File: src/rtl/short_diag_pkg.sv
// Function
// - Enable bits at 0x55: bit 1 input one, bit 3 input two, reset masked.
// - A detected short event sets that input's status flag.
// - Status flags stay set until software clears them.
// - Flags readable at 0x53 bits 1 and 3; writes do not change them.
// - Event means comparator reports pin voltage above the threshold.
// - Writing 1 to clear bit at 0x54 bit 1 or 3 clears that flag, unless that input's event is detected in the same cycle.
// - Clear bits write-only, self-clearing, reset 0; writing 0 does nothing.
// - A set unmasked flag asserts the interrupt request pin.
// - Two-bit drive style selector in bits 1:0 at offset 0x40.
// - Open drain: released when idle, driven low when asserted.
// - Drive low style: driven high idle, driven low when asserted.
// - Drive high style: driven low idle, driven high when asserted.
// - Style codes: 00 open drain default, 01 low, 10 high, 11 reserved.
// - Length bits 7:6 at 0x40: 3, 15, 63 crystal periods, 11 until cleared.
// - Until-cleared mode holds pin until all set unmasked flags clear.
package short_diag_pkg;
	localparam logic [7:0] ADDR_CONFIG = 8'h40;
	localparam logic [7:0] ADDR_STATUS = 8'h53;
	localparam logic [7:0] ADDR_CLEAR  = 8'h54;
	localparam logic [7:0] ADDR_ENABLE = 8'h55;
	localparam int BIT_ONE   = 1;
	localparam int BIT_TWO   = 3;
	localparam int STYLE_LSB = 0;
	localparam int LEN_LSB   = 6;
	localparam logic [1:0] STYLE_OPEN_DRAIN = 2'h0;
	localparam logic [1:0] STYLE_DRIVE_LOW  = 2'h1;
	localparam logic [1:0] STYLE_DRIVE_HIGH = 2'h2;
	localparam logic [1:0] LEN_SHORT   = 2'h0;
	localparam logic [1:0] LEN_MEDIUM  = 2'h1;
	localparam logic [1:0] LEN_LONG    = 2'h2;
	localparam logic [1:0] LEN_LATCHED = 2'h3;
	localparam logic [6:0] PERIODS_SHORT  = 7'h03;
	localparam logic [6:0] PERIODS_MEDIUM = 7'h0F;
	localparam logic [6:0] PERIODS_LONG   = 7'h3F;
	localparam logic [7:0] CONFIG_RESET = 8'h00;
	typedef enum logic [1:0] {
		IRQ_IDLE  = 2'b00,
		IRQ_PULSE = 2'b01,
		IRQ_HOLD  = 2'b10,
		IRQ_WAIT  = 2'b11
	} irq_state_t;
endpackage : short_diag_pkg

File: src/rtl/event_flag_if.sv
`timescale 1ns/100ps
`default_nettype none
interface event_flag_if;
	logic detect;
	logic clear;
	logic flag;
	modport owner (input detect, input clear, output flag);
	modport user  (output detect, output clear, input flag);
endinterface : event_flag_if
`default_nettype wire

File: src/rtl/sticky_event_flag.sv
`timescale 1ns/100ps
`default_nettype none
module sticky_event_flag (
	input  wire logic         clk_in,
	input  wire logic         resetn_in,
	event_flag_if.owner       port
);
	always_ff @(posedge clk_in or negedge resetn_in) begin
		if (!resetn_in) begin
			port.flag <= 1'b0;
		end else if (port.detect) begin
			port.flag <= 1'b1;
		end else if (port.clear) begin
			port.flag <= 1'b0;
		end
	end
endmodule : sticky_event_flag
`default_nettype wire

File: src/rtl/battery_short_diag_irq.sv
`timescale 1ns/100ps
`default_nettype none
module battery_short_diag_irq (
	input  wire logic       clk_in,
	input  wire logic       resetn_in,
	input  wire logic       crystal_tick_in,
	input  wire logic       monitor_one_above_in,
	input  wire logic       monitor_two_above_in,
	input  wire logic       reg_write_in,
	input  wire logic [7:0] reg_addr_in,
	input  wire logic [7:0] reg_wdata_in,
	output var  logic [7:0] reg_rdata_out,
	output var  logic       irq_request_pin_out,
	output var  logic       irq_request_pin_oe_out
);
	logic [1:0]  mon_meta;
	logic [1:0]  mon_sync;
	logic [7:0]  config_reg;
	logic        short_event_one_enable;
	logic        short_event_two_enable;
	logic [6:0]  pulse_count;
	logic        pulse_done;
	logic [1:0]  pend_seen;
	short_diag_pkg::irq_state_t state;
	short_diag_pkg::irq_state_t next_state;
	short_diag_pkg::irq_state_t start_state;
	event_flag_if one_if ();
	event_flag_if two_if ();

	sticky_event_flag u_flag_one (
		.clk_in    (clk_in),
		.resetn_in (resetn_in),
		.port      (one_if.owner)
	);
	sticky_event_flag u_flag_two (
		.clk_in    (clk_in),
		.resetn_in (resetn_in),
		.port      (two_if.owner)
	);

	// Comparator outputs synchronised
	always_ff @(posedge clk_in or negedge resetn_in) begin
		if (!resetn_in) begin
			mon_meta <= 2'h0;
			mon_sync <= 2'h0;
		end else begin
			mon_meta <= {monitor_two_above_in, monitor_one_above_in};
			mon_sync <= mon_meta;
		end
	end

	wire wr_config = reg_write_in && reg_addr_in == short_diag_pkg::ADDR_CONFIG;
	wire wr_clear  = reg_write_in && reg_addr_in == short_diag_pkg::ADDR_CLEAR;
	wire wr_enable = reg_write_in && reg_addr_in == short_diag_pkg::ADDR_ENABLE;

	assign one_if.detect = mon_sync[0];
	assign two_if.detect = mon_sync[1];
	// Clear is a strobe only, never stored
	assign one_if.clear = wr_clear && reg_wdata_in[short_diag_pkg::BIT_ONE];
	assign two_if.clear = wr_clear && reg_wdata_in[short_diag_pkg::BIT_TWO];

	wire [1:0] style = config_reg[short_diag_pkg::STYLE_LSB +: 2];
	wire [1:0] len_sel = config_reg[short_diag_pkg::LEN_LSB +: 2];

	wire [1:0] pend_vec = {two_if.flag && short_event_two_enable,
		one_if.flag && short_event_one_enable};
	wire pending = |pend_vec;
	// A flag newly set or unmasked raises a fresh request
	wire fresh = |(pend_vec & ~pend_seen);
	assign start_state = (len_sel == short_diag_pkg::LEN_LATCHED)
		? short_diag_pkg::IRQ_HOLD
		: short_diag_pkg::IRQ_PULSE;

	always_ff @(posedge clk_in or negedge resetn_in) begin
		if (!resetn_in) begin
			config_reg             <= short_diag_pkg::CONFIG_RESET;
			short_event_one_enable <= 1'b0;
			short_event_two_enable <= 1'b0;
		end else begin
			if (wr_config) begin
				config_reg <= reg_wdata_in;
			end
			if (wr_enable) begin
				short_event_one_enable <= reg_wdata_in[short_diag_pkg::BIT_ONE];
				short_event_two_enable <= reg_wdata_in[short_diag_pkg::BIT_TWO];
			end
		end
	end

	// Read mux; status is read only, clear reads zero
	logic [7:0] next_rdata;
	always_comb begin
		next_rdata = 8'h00;
		unique case (reg_addr_in)
			short_diag_pkg::ADDR_CONFIG: next_rdata = config_reg;
			short_diag_pkg::ADDR_STATUS: begin
				next_rdata[short_diag_pkg::BIT_ONE] = one_if.flag;
				next_rdata[short_diag_pkg::BIT_TWO] = two_if.flag;
			end
			short_diag_pkg::ADDR_ENABLE: begin
				next_rdata[short_diag_pkg::BIT_ONE] = short_event_one_enable;
				next_rdata[short_diag_pkg::BIT_TWO] = short_event_two_enable;
			end
			default: next_rdata = 8'h00;
		endcase
	end

	// Pulse length in crystal periods
	logic [6:0] pulse_limit;
	always_comb begin
		unique case (len_sel)
			short_diag_pkg::LEN_SHORT:  pulse_limit = short_diag_pkg::PERIODS_SHORT;
			short_diag_pkg::LEN_MEDIUM: pulse_limit = short_diag_pkg::PERIODS_MEDIUM;
			default:                    pulse_limit = short_diag_pkg::PERIODS_LONG;
		endcase
	end
	assign pulse_done = crystal_tick_in && (pulse_count + 7'h01 >= pulse_limit);

	// Pulse fires on a new pending condition, then waits for it to drop
	always_comb begin
		next_state = state;
		unique case (state)
			short_diag_pkg::IRQ_IDLE:
				if (pending) begin
					next_state = start_state;
				end
			short_diag_pkg::IRQ_PULSE:
				if (pulse_done) begin
					next_state = short_diag_pkg::IRQ_WAIT;
				end
			short_diag_pkg::IRQ_HOLD:
				if (!pending) begin
					next_state = short_diag_pkg::IRQ_IDLE;
				end
			short_diag_pkg::IRQ_WAIT:
				if (fresh) begin
					next_state = start_state;
				end else if (!pending) begin
					next_state = short_diag_pkg::IRQ_IDLE;
				end
		endcase
	end

	wire active = (next_state == short_diag_pkg::IRQ_PULSE)
		|| (next_state == short_diag_pkg::IRQ_HOLD);

	always_ff @(posedge clk_in or negedge resetn_in) begin
		if (!resetn_in) begin
			state         <= short_diag_pkg::IRQ_IDLE;
			pulse_count   <= 7'h00;
			reg_rdata_out <= 8'h00;
			pend_seen     <= 2'h0;
		end else begin
			state         <= next_state;
			reg_rdata_out <= next_rdata;
			pend_seen     <= pend_vec;
			if (state != short_diag_pkg::IRQ_PULSE) begin
				pulse_count <= 7'h00;
			end else if (crystal_tick_in) begin
				pulse_count <= pulse_count + 7'h01;
			end
		end
	end

	// Pin drive per style
	always_ff @(posedge clk_in or negedge resetn_in) begin
		if (!resetn_in) begin
			irq_request_pin_out    <= 1'b0;
			irq_request_pin_oe_out <= 1'b0;
		end else begin
			unique case (style)
				short_diag_pkg::STYLE_DRIVE_LOW: begin
					irq_request_pin_out    <= !active;
					irq_request_pin_oe_out <= 1'b1;
				end
				short_diag_pkg::STYLE_DRIVE_HIGH: begin
					irq_request_pin_out    <= active;
					irq_request_pin_oe_out <= 1'b1;
				end
				default: begin
					irq_request_pin_out    <= 1'b0;
					irq_request_pin_oe_out <= active;
				end
			endcase
		end
	end
endmodule : battery_short_diag_irq
`default_nettype wire

File: config.mk
export PLATFORM = sky130hd
export DESIGN_NAME = battery_short_diag_irq
export DESIGN_NICKNAME = d
export VERILOG_FILES = /design/src/rtl/short_diag_pkg.sv /design/src/rtl/event_flag_if.sv /design/src/rtl/sticky_event_flag.sv /design/src/rtl/battery_short_diag_irq.sv
export SDC_FILE = /design/constraint.sdc
export NUM_CORES = 1
export LEC_CHECK = 0
export ABC_CLOCK_PERIOD_IN_PS = 4900
export BUFFER_PORTS_ARGS = -buffer_cell sky130_fd_sc_hd__buf_2
export CORE_AREA = 4 4 62 69
export DETAILED_ROUTE_END_ITERATION = 8
export DIE_AREA = 0 0 66 73
export HOLD_SLACK_MARGIN = 0.15
export PLACE_DENSITY = 0.71
export SLEW_MARGIN = 20
export SYNTH_ARGS = -nofsm -noshare
export SYNTH_HDL_FRONTEND = slang
export SYNTH_SLANG_ARGS = --single-unit
File: constraint.sdc
create_clock -name clk_in -period 4.9 [get_ports clk_in]
set_input_delay 0.735 -clock clk_in [delete_from_list [all_inputs] [get_ports clk_in]]
set_output_delay 0.735 -clock clk_in [all_outputs]
set_load 0.01 [all_outputs]
---- After elaboration in Yosys (flattened, before gate mapping) ----
Index checks and enable logic that the tools add are counted.
word-level totals
  register bits ........................... 37
  input bits .............................. 22
  output and inout port bits .............. 10
  logic and storage cells ................. 69
operators by class
  add/subtract/negate cells ............... 1
  $lt $le $gt $ge ......................... 1
  equal/unequal tests ..................... 14
  multiplexer cells ....................... 20
  bitwise logic cells ..................... 2
  reduce and logical (&&, ||, !) cells .... 18
operators with widths
  operator             count
  $eq 8x7->1 const B   4
  $mux 7               2
  $pmux 6 s2           1
  $eq 2x2->1 const B   5
  $mux 2               5
  $eq 2x1->1 const B   4
  $logic_and 1x1->1    8
  $pmux 2 s4           1
  $add 7x1->7 const B  1
  $ge 7x7->1           1
  $mux 1               7
  $pmux 1 s3           2
  $reduce_bool 2->1    3
  $reduce_or 2->1      3
  $logic_not 2->1      2
  $mux 4               1
  $and 2x2->2          1
  $ne 2x1->1 const B   1
  $not 2->2            1
  $pmux 1 s2           1
  $logic_not 1->1      1
  $logic_or 1x1->1     1

---- Logic depth before layout (Yosys ltp) ----
  depth after elaboration ................. 10
  mapped depth ............................ 10
  gate-level depth less buffers ........... 9

---- Cells and area by module ----
Synthesis repeated with hierarchy kept, for this count alone.
unflattened totals
  cells, all modules ...................... 150
  area, all modules ....................... 1,746.7 um2
by module, submodules not included
  module                  instances  cells each  area each (um2)  sequential area each (um2)
  battery_short_diag_irq  1          144         1,674.1          875.8
  sticky_event_flag       2          3           36.3             25.0

---- Worst setup path before layout ----
No wires, ideal clock.
  kind .................................... input to register
  start ................................... input port reg_addr_in[3]
  end ..................................... register config_reg[0]
  setup time .............................. 0.125 ns
  arrival ................................. 2.567 ns
  data required time ...................... 4.775 ns
  setup slack ............................. 2.208 ns
  cell stages on the path ................. 5
  buffers on the path ..................... 1
  cell sequence ........................... or4b_4 -> or3_4 -> or4b_4 -> buf_6 -> mux2_4
on the way
  longest elaborated chain between the ends .. 2
RTL lines
  element                 line                          source
  start: declaration      battery_short_diag_irq.sv:10  input wire logic [7:0] reg_addr_in,
  $eq 8x7->1              battery_short_diag_irq.sv:52  wire wr_config = reg_write_in && reg_addr_in == short_diag_pkg::ADDR_CONFIG;
  $logic_and 1x1->1       battery_short_diag_irq.sv:52
  end signal: assignment  battery_short_diag_irq.sv:76  config_reg <= short_diag_pkg::CONFIG_RESET;
  end signal: assignment  battery_short_diag_irq.sv:81  config_reg <= reg_wdata_in;
  end: declaration        battery_short_diag_irq.sv:18  logic [7:0] config_reg;
No other way between the ends.
A chain may end at the register's enable or synchronous reset.

---- Worst setup path in the final report ----
  start ................................... input port reg_addr_in[3]
  end ..................................... register config_reg[5]
Same word-level chain as after synthesis.

==> metrics.cfg <==
[logic_synthesis]
synth_edf_count=0
yosysTopAreaCellShare=0.5308
netlist_area_mm2=0.001744
synthArstFlopShare=1.000
synth.net_count=182
yosysTopAreaCell=dfrtp_1
ys_warn_count=0
yosys.cell_types.count=38
synth.area.top_cells=dfrtp_1 53%, mux2_4 6.9%, ha_1 5.7%, nand2_1 3.4%, xor2_1 3.0%
avgSynthCellArea_um2=11.47
ys_ff_latch=37
yosysSeqAreaShare=0.5308
ys.flop_type=dfrtp_1
syn-instance-count=152

[status]
status=completed

[die]
die_area_mm2=0.004818
die_x_um=66
io_pins=32
die_h_um=73
core_area_mm2=0.003597
start_util=0.4849
rows=23

[sta]
fmax_mhz=392.4
tightest_slew_ns=0.7820
rsz0062_at_grt=false
setup-violations-final=0
period_needed_ns=2.548
fin_ws_ns=2.352
fin_setup_tns_ns=0
finClkSkew_ns=0.006990
slew_violations=0
hold_viol_final=0
max-slew-margin-rel=0.4786
period_share=0.5200

[placed_design]
dp_slack_ns=2.067
place_congestion=0.7907
dp.final_hpwl_um=2359
io_buffers=31
place_area_mm2=0.001939

[global_routing]
grt_pass1_vias=1228
antenna_found_initial=0
grt_usage=0.1453
grt_max_degree=38
grt_first_pass_wirelength_um=5464
grt_overflow_total=0

[worst_setup_path]
timing.rr.start=pulse_count[0]
critPathArrivalTime_ns=2.71
critPathRequiredTime_ns=5.06
path_max_fanout=8
path_class=in2reg
cp-end-kind=flop
startpoint_type=input pin
startpoint=reg_addr_in[3]

[cells_and_area]
diodes=0
fin_area_mm2=0.002026
fin_util=0.5631
fillCellCount=322
layout.nets=216
synthToLayoutAreaGrowth_pct=16.14
drive_gt1_frac=0.2796

[min_path]
worst_hold_path_type=reg2reg
hold_start=mon_meta[1]

[detailed_routing]
drc=0
totalWireLength_um=3073
vias_per_cell=5.114
vias=1207
detail-route-antenna-nets=0
drt_pre_antenna_iters=4
route.detailed.wl_per_inst_um=13.02
initialDrtViolationCount=47

[clock_tree]
cts_buffers=5
hold_buffers=0
clock-root-buffer=clkbuf_8
cts.clk_slew.worst_paths_ns=0.06
cts.sinks=37
ctsResizeCount=0
htreeDepth=2
post_cts_buffers=0
cts_max_path_buffers=2
cts_tree=yes
clkLatencyLatePin_ns=0.28

[power]
p_per_area_mw_per_mm2=345.2
leakage_uw=0.001011
vdd_drop_max_mv=0.2075

[job]
maxCapViolations=0

[synth_stat cells (2+ instances only)]
master / number
dfrtp_1: 37
a21oi_1: 2
mux2_2: 3
xor2_1: 6
nand3_1: 6
nor2_1: 10
clkbuf_1: 3
or4b_4: 2
a21o_1: 2
mux2_4: 8
o211ai_1: 2
a22oi_1: 3
xnor2_1: 4
ha_1: 8
nand4_1: 2
o21ai_0: 5
nor4_1: 2
and2_1: 4
nor3_1: 2
inv_1: 8
nand2_1: 16
[final timing paths]
path | endpoint | slack (ns) | cells past startpoint
max reg2reg | irq_request_pin_out | 2.41 | 8
max in group asynchronous | u_flag_two.port.flag | 3.87 | 1
max | config_reg[5] | 2.35 | 5
min reg2reg | mon_sync[1] | 0.35 | 0
min | mon_sync[1] | 0.35 | 0
min in group asynchronous | config_reg[4] | 0.53 | 1
[critical path: stages]
cell and delay, ns:
buf_2 0.10, or4b_4 0.54, or3_4 0.36, or4b_4 0.64
mux2_4 0.33
[logic make-up after synthesis]
family,Yosys count,synth area share
fa+ha+maj,8,0.05739
flops,37,0.5308
xor+xnor,10,0.05021
buf+inv,12,0.03013
compound gates,22,0.08609
mux,11,0.08824
simple gates,52,0.1571
[where the power goes]
group          internal, uW  leakage [uW]  total (uW)  switching [uW]
registers               333      0.000487         357            24.8
clock network           111     0.0000443         205            93.1
logic                  62.8      0.000479         137            74.4
total                   507       0.00101         699             192
[final cells by class]
type,instances,area (um^2),area share
sequential,37,925.9,0.4571
multi-input combinational,103,765.7,0.3780
timing repair buffer,31,155.1,0.07659
clock buffer,7,86.33,0.04262
tap,50,62.56,0.03088
inverter,8,30.03,0.01482
[per-stage QoR]
step / total power, uW / hold slack, ns / cells
floorplan: 455.6 / 0.3312 / 152
global placement: 494.9 / 0.3340 / 229
detailed placement: 501.7 / 0.3347 / 229
CTS: 709.8 / 0.3497 / 236
global route: 746.9 / 0.3580 / 236
finish: 699.2 / 0.3482 / 236
[per-layer routing]
layer  vias to the layer above  part of all wire  GRT usage
met5                         -                 0          0
met4                         0            0.0062    0.05192
met3                         4             0.059    0.04006
met2                        36              0.51     0.2439
met1                       570              0.43     0.1789
li1                        597                 -          -
[placed cells by master, fill, tap and decap left out]
cell,count
or3_4,1
and3_1,1
buf_2,31
nand2_1,16
o211ai_1,2
or4b_4,2
dfrtp_1,37
o21ai_0,5
nand4_1,2
a21oi_1,2
or3_1,1
a211o_1,1
nor2b_1,1
mux2_4,8
nand2b_1,1
ha_1,8
o221ai_1,1
xor2_1,6
o22ai_1,1
o2bb2ai_1,1
mux2_2,3
a211oi_1,1
nor4b_1,1
nor3_1,2
a21o_1,2
or2_2,1
and2_1,4
nor2_1,10
nor3b_1,1
xnor2_1,4
o21a_1,1
clkbuf_1,1
a2111oi_0,1
a31oi_1,1
inv_1,8
nand3_1,6
clkbuf_8,6
a22oi_1,3
nor4_1,2
Power figures use the tool's default switching activity.
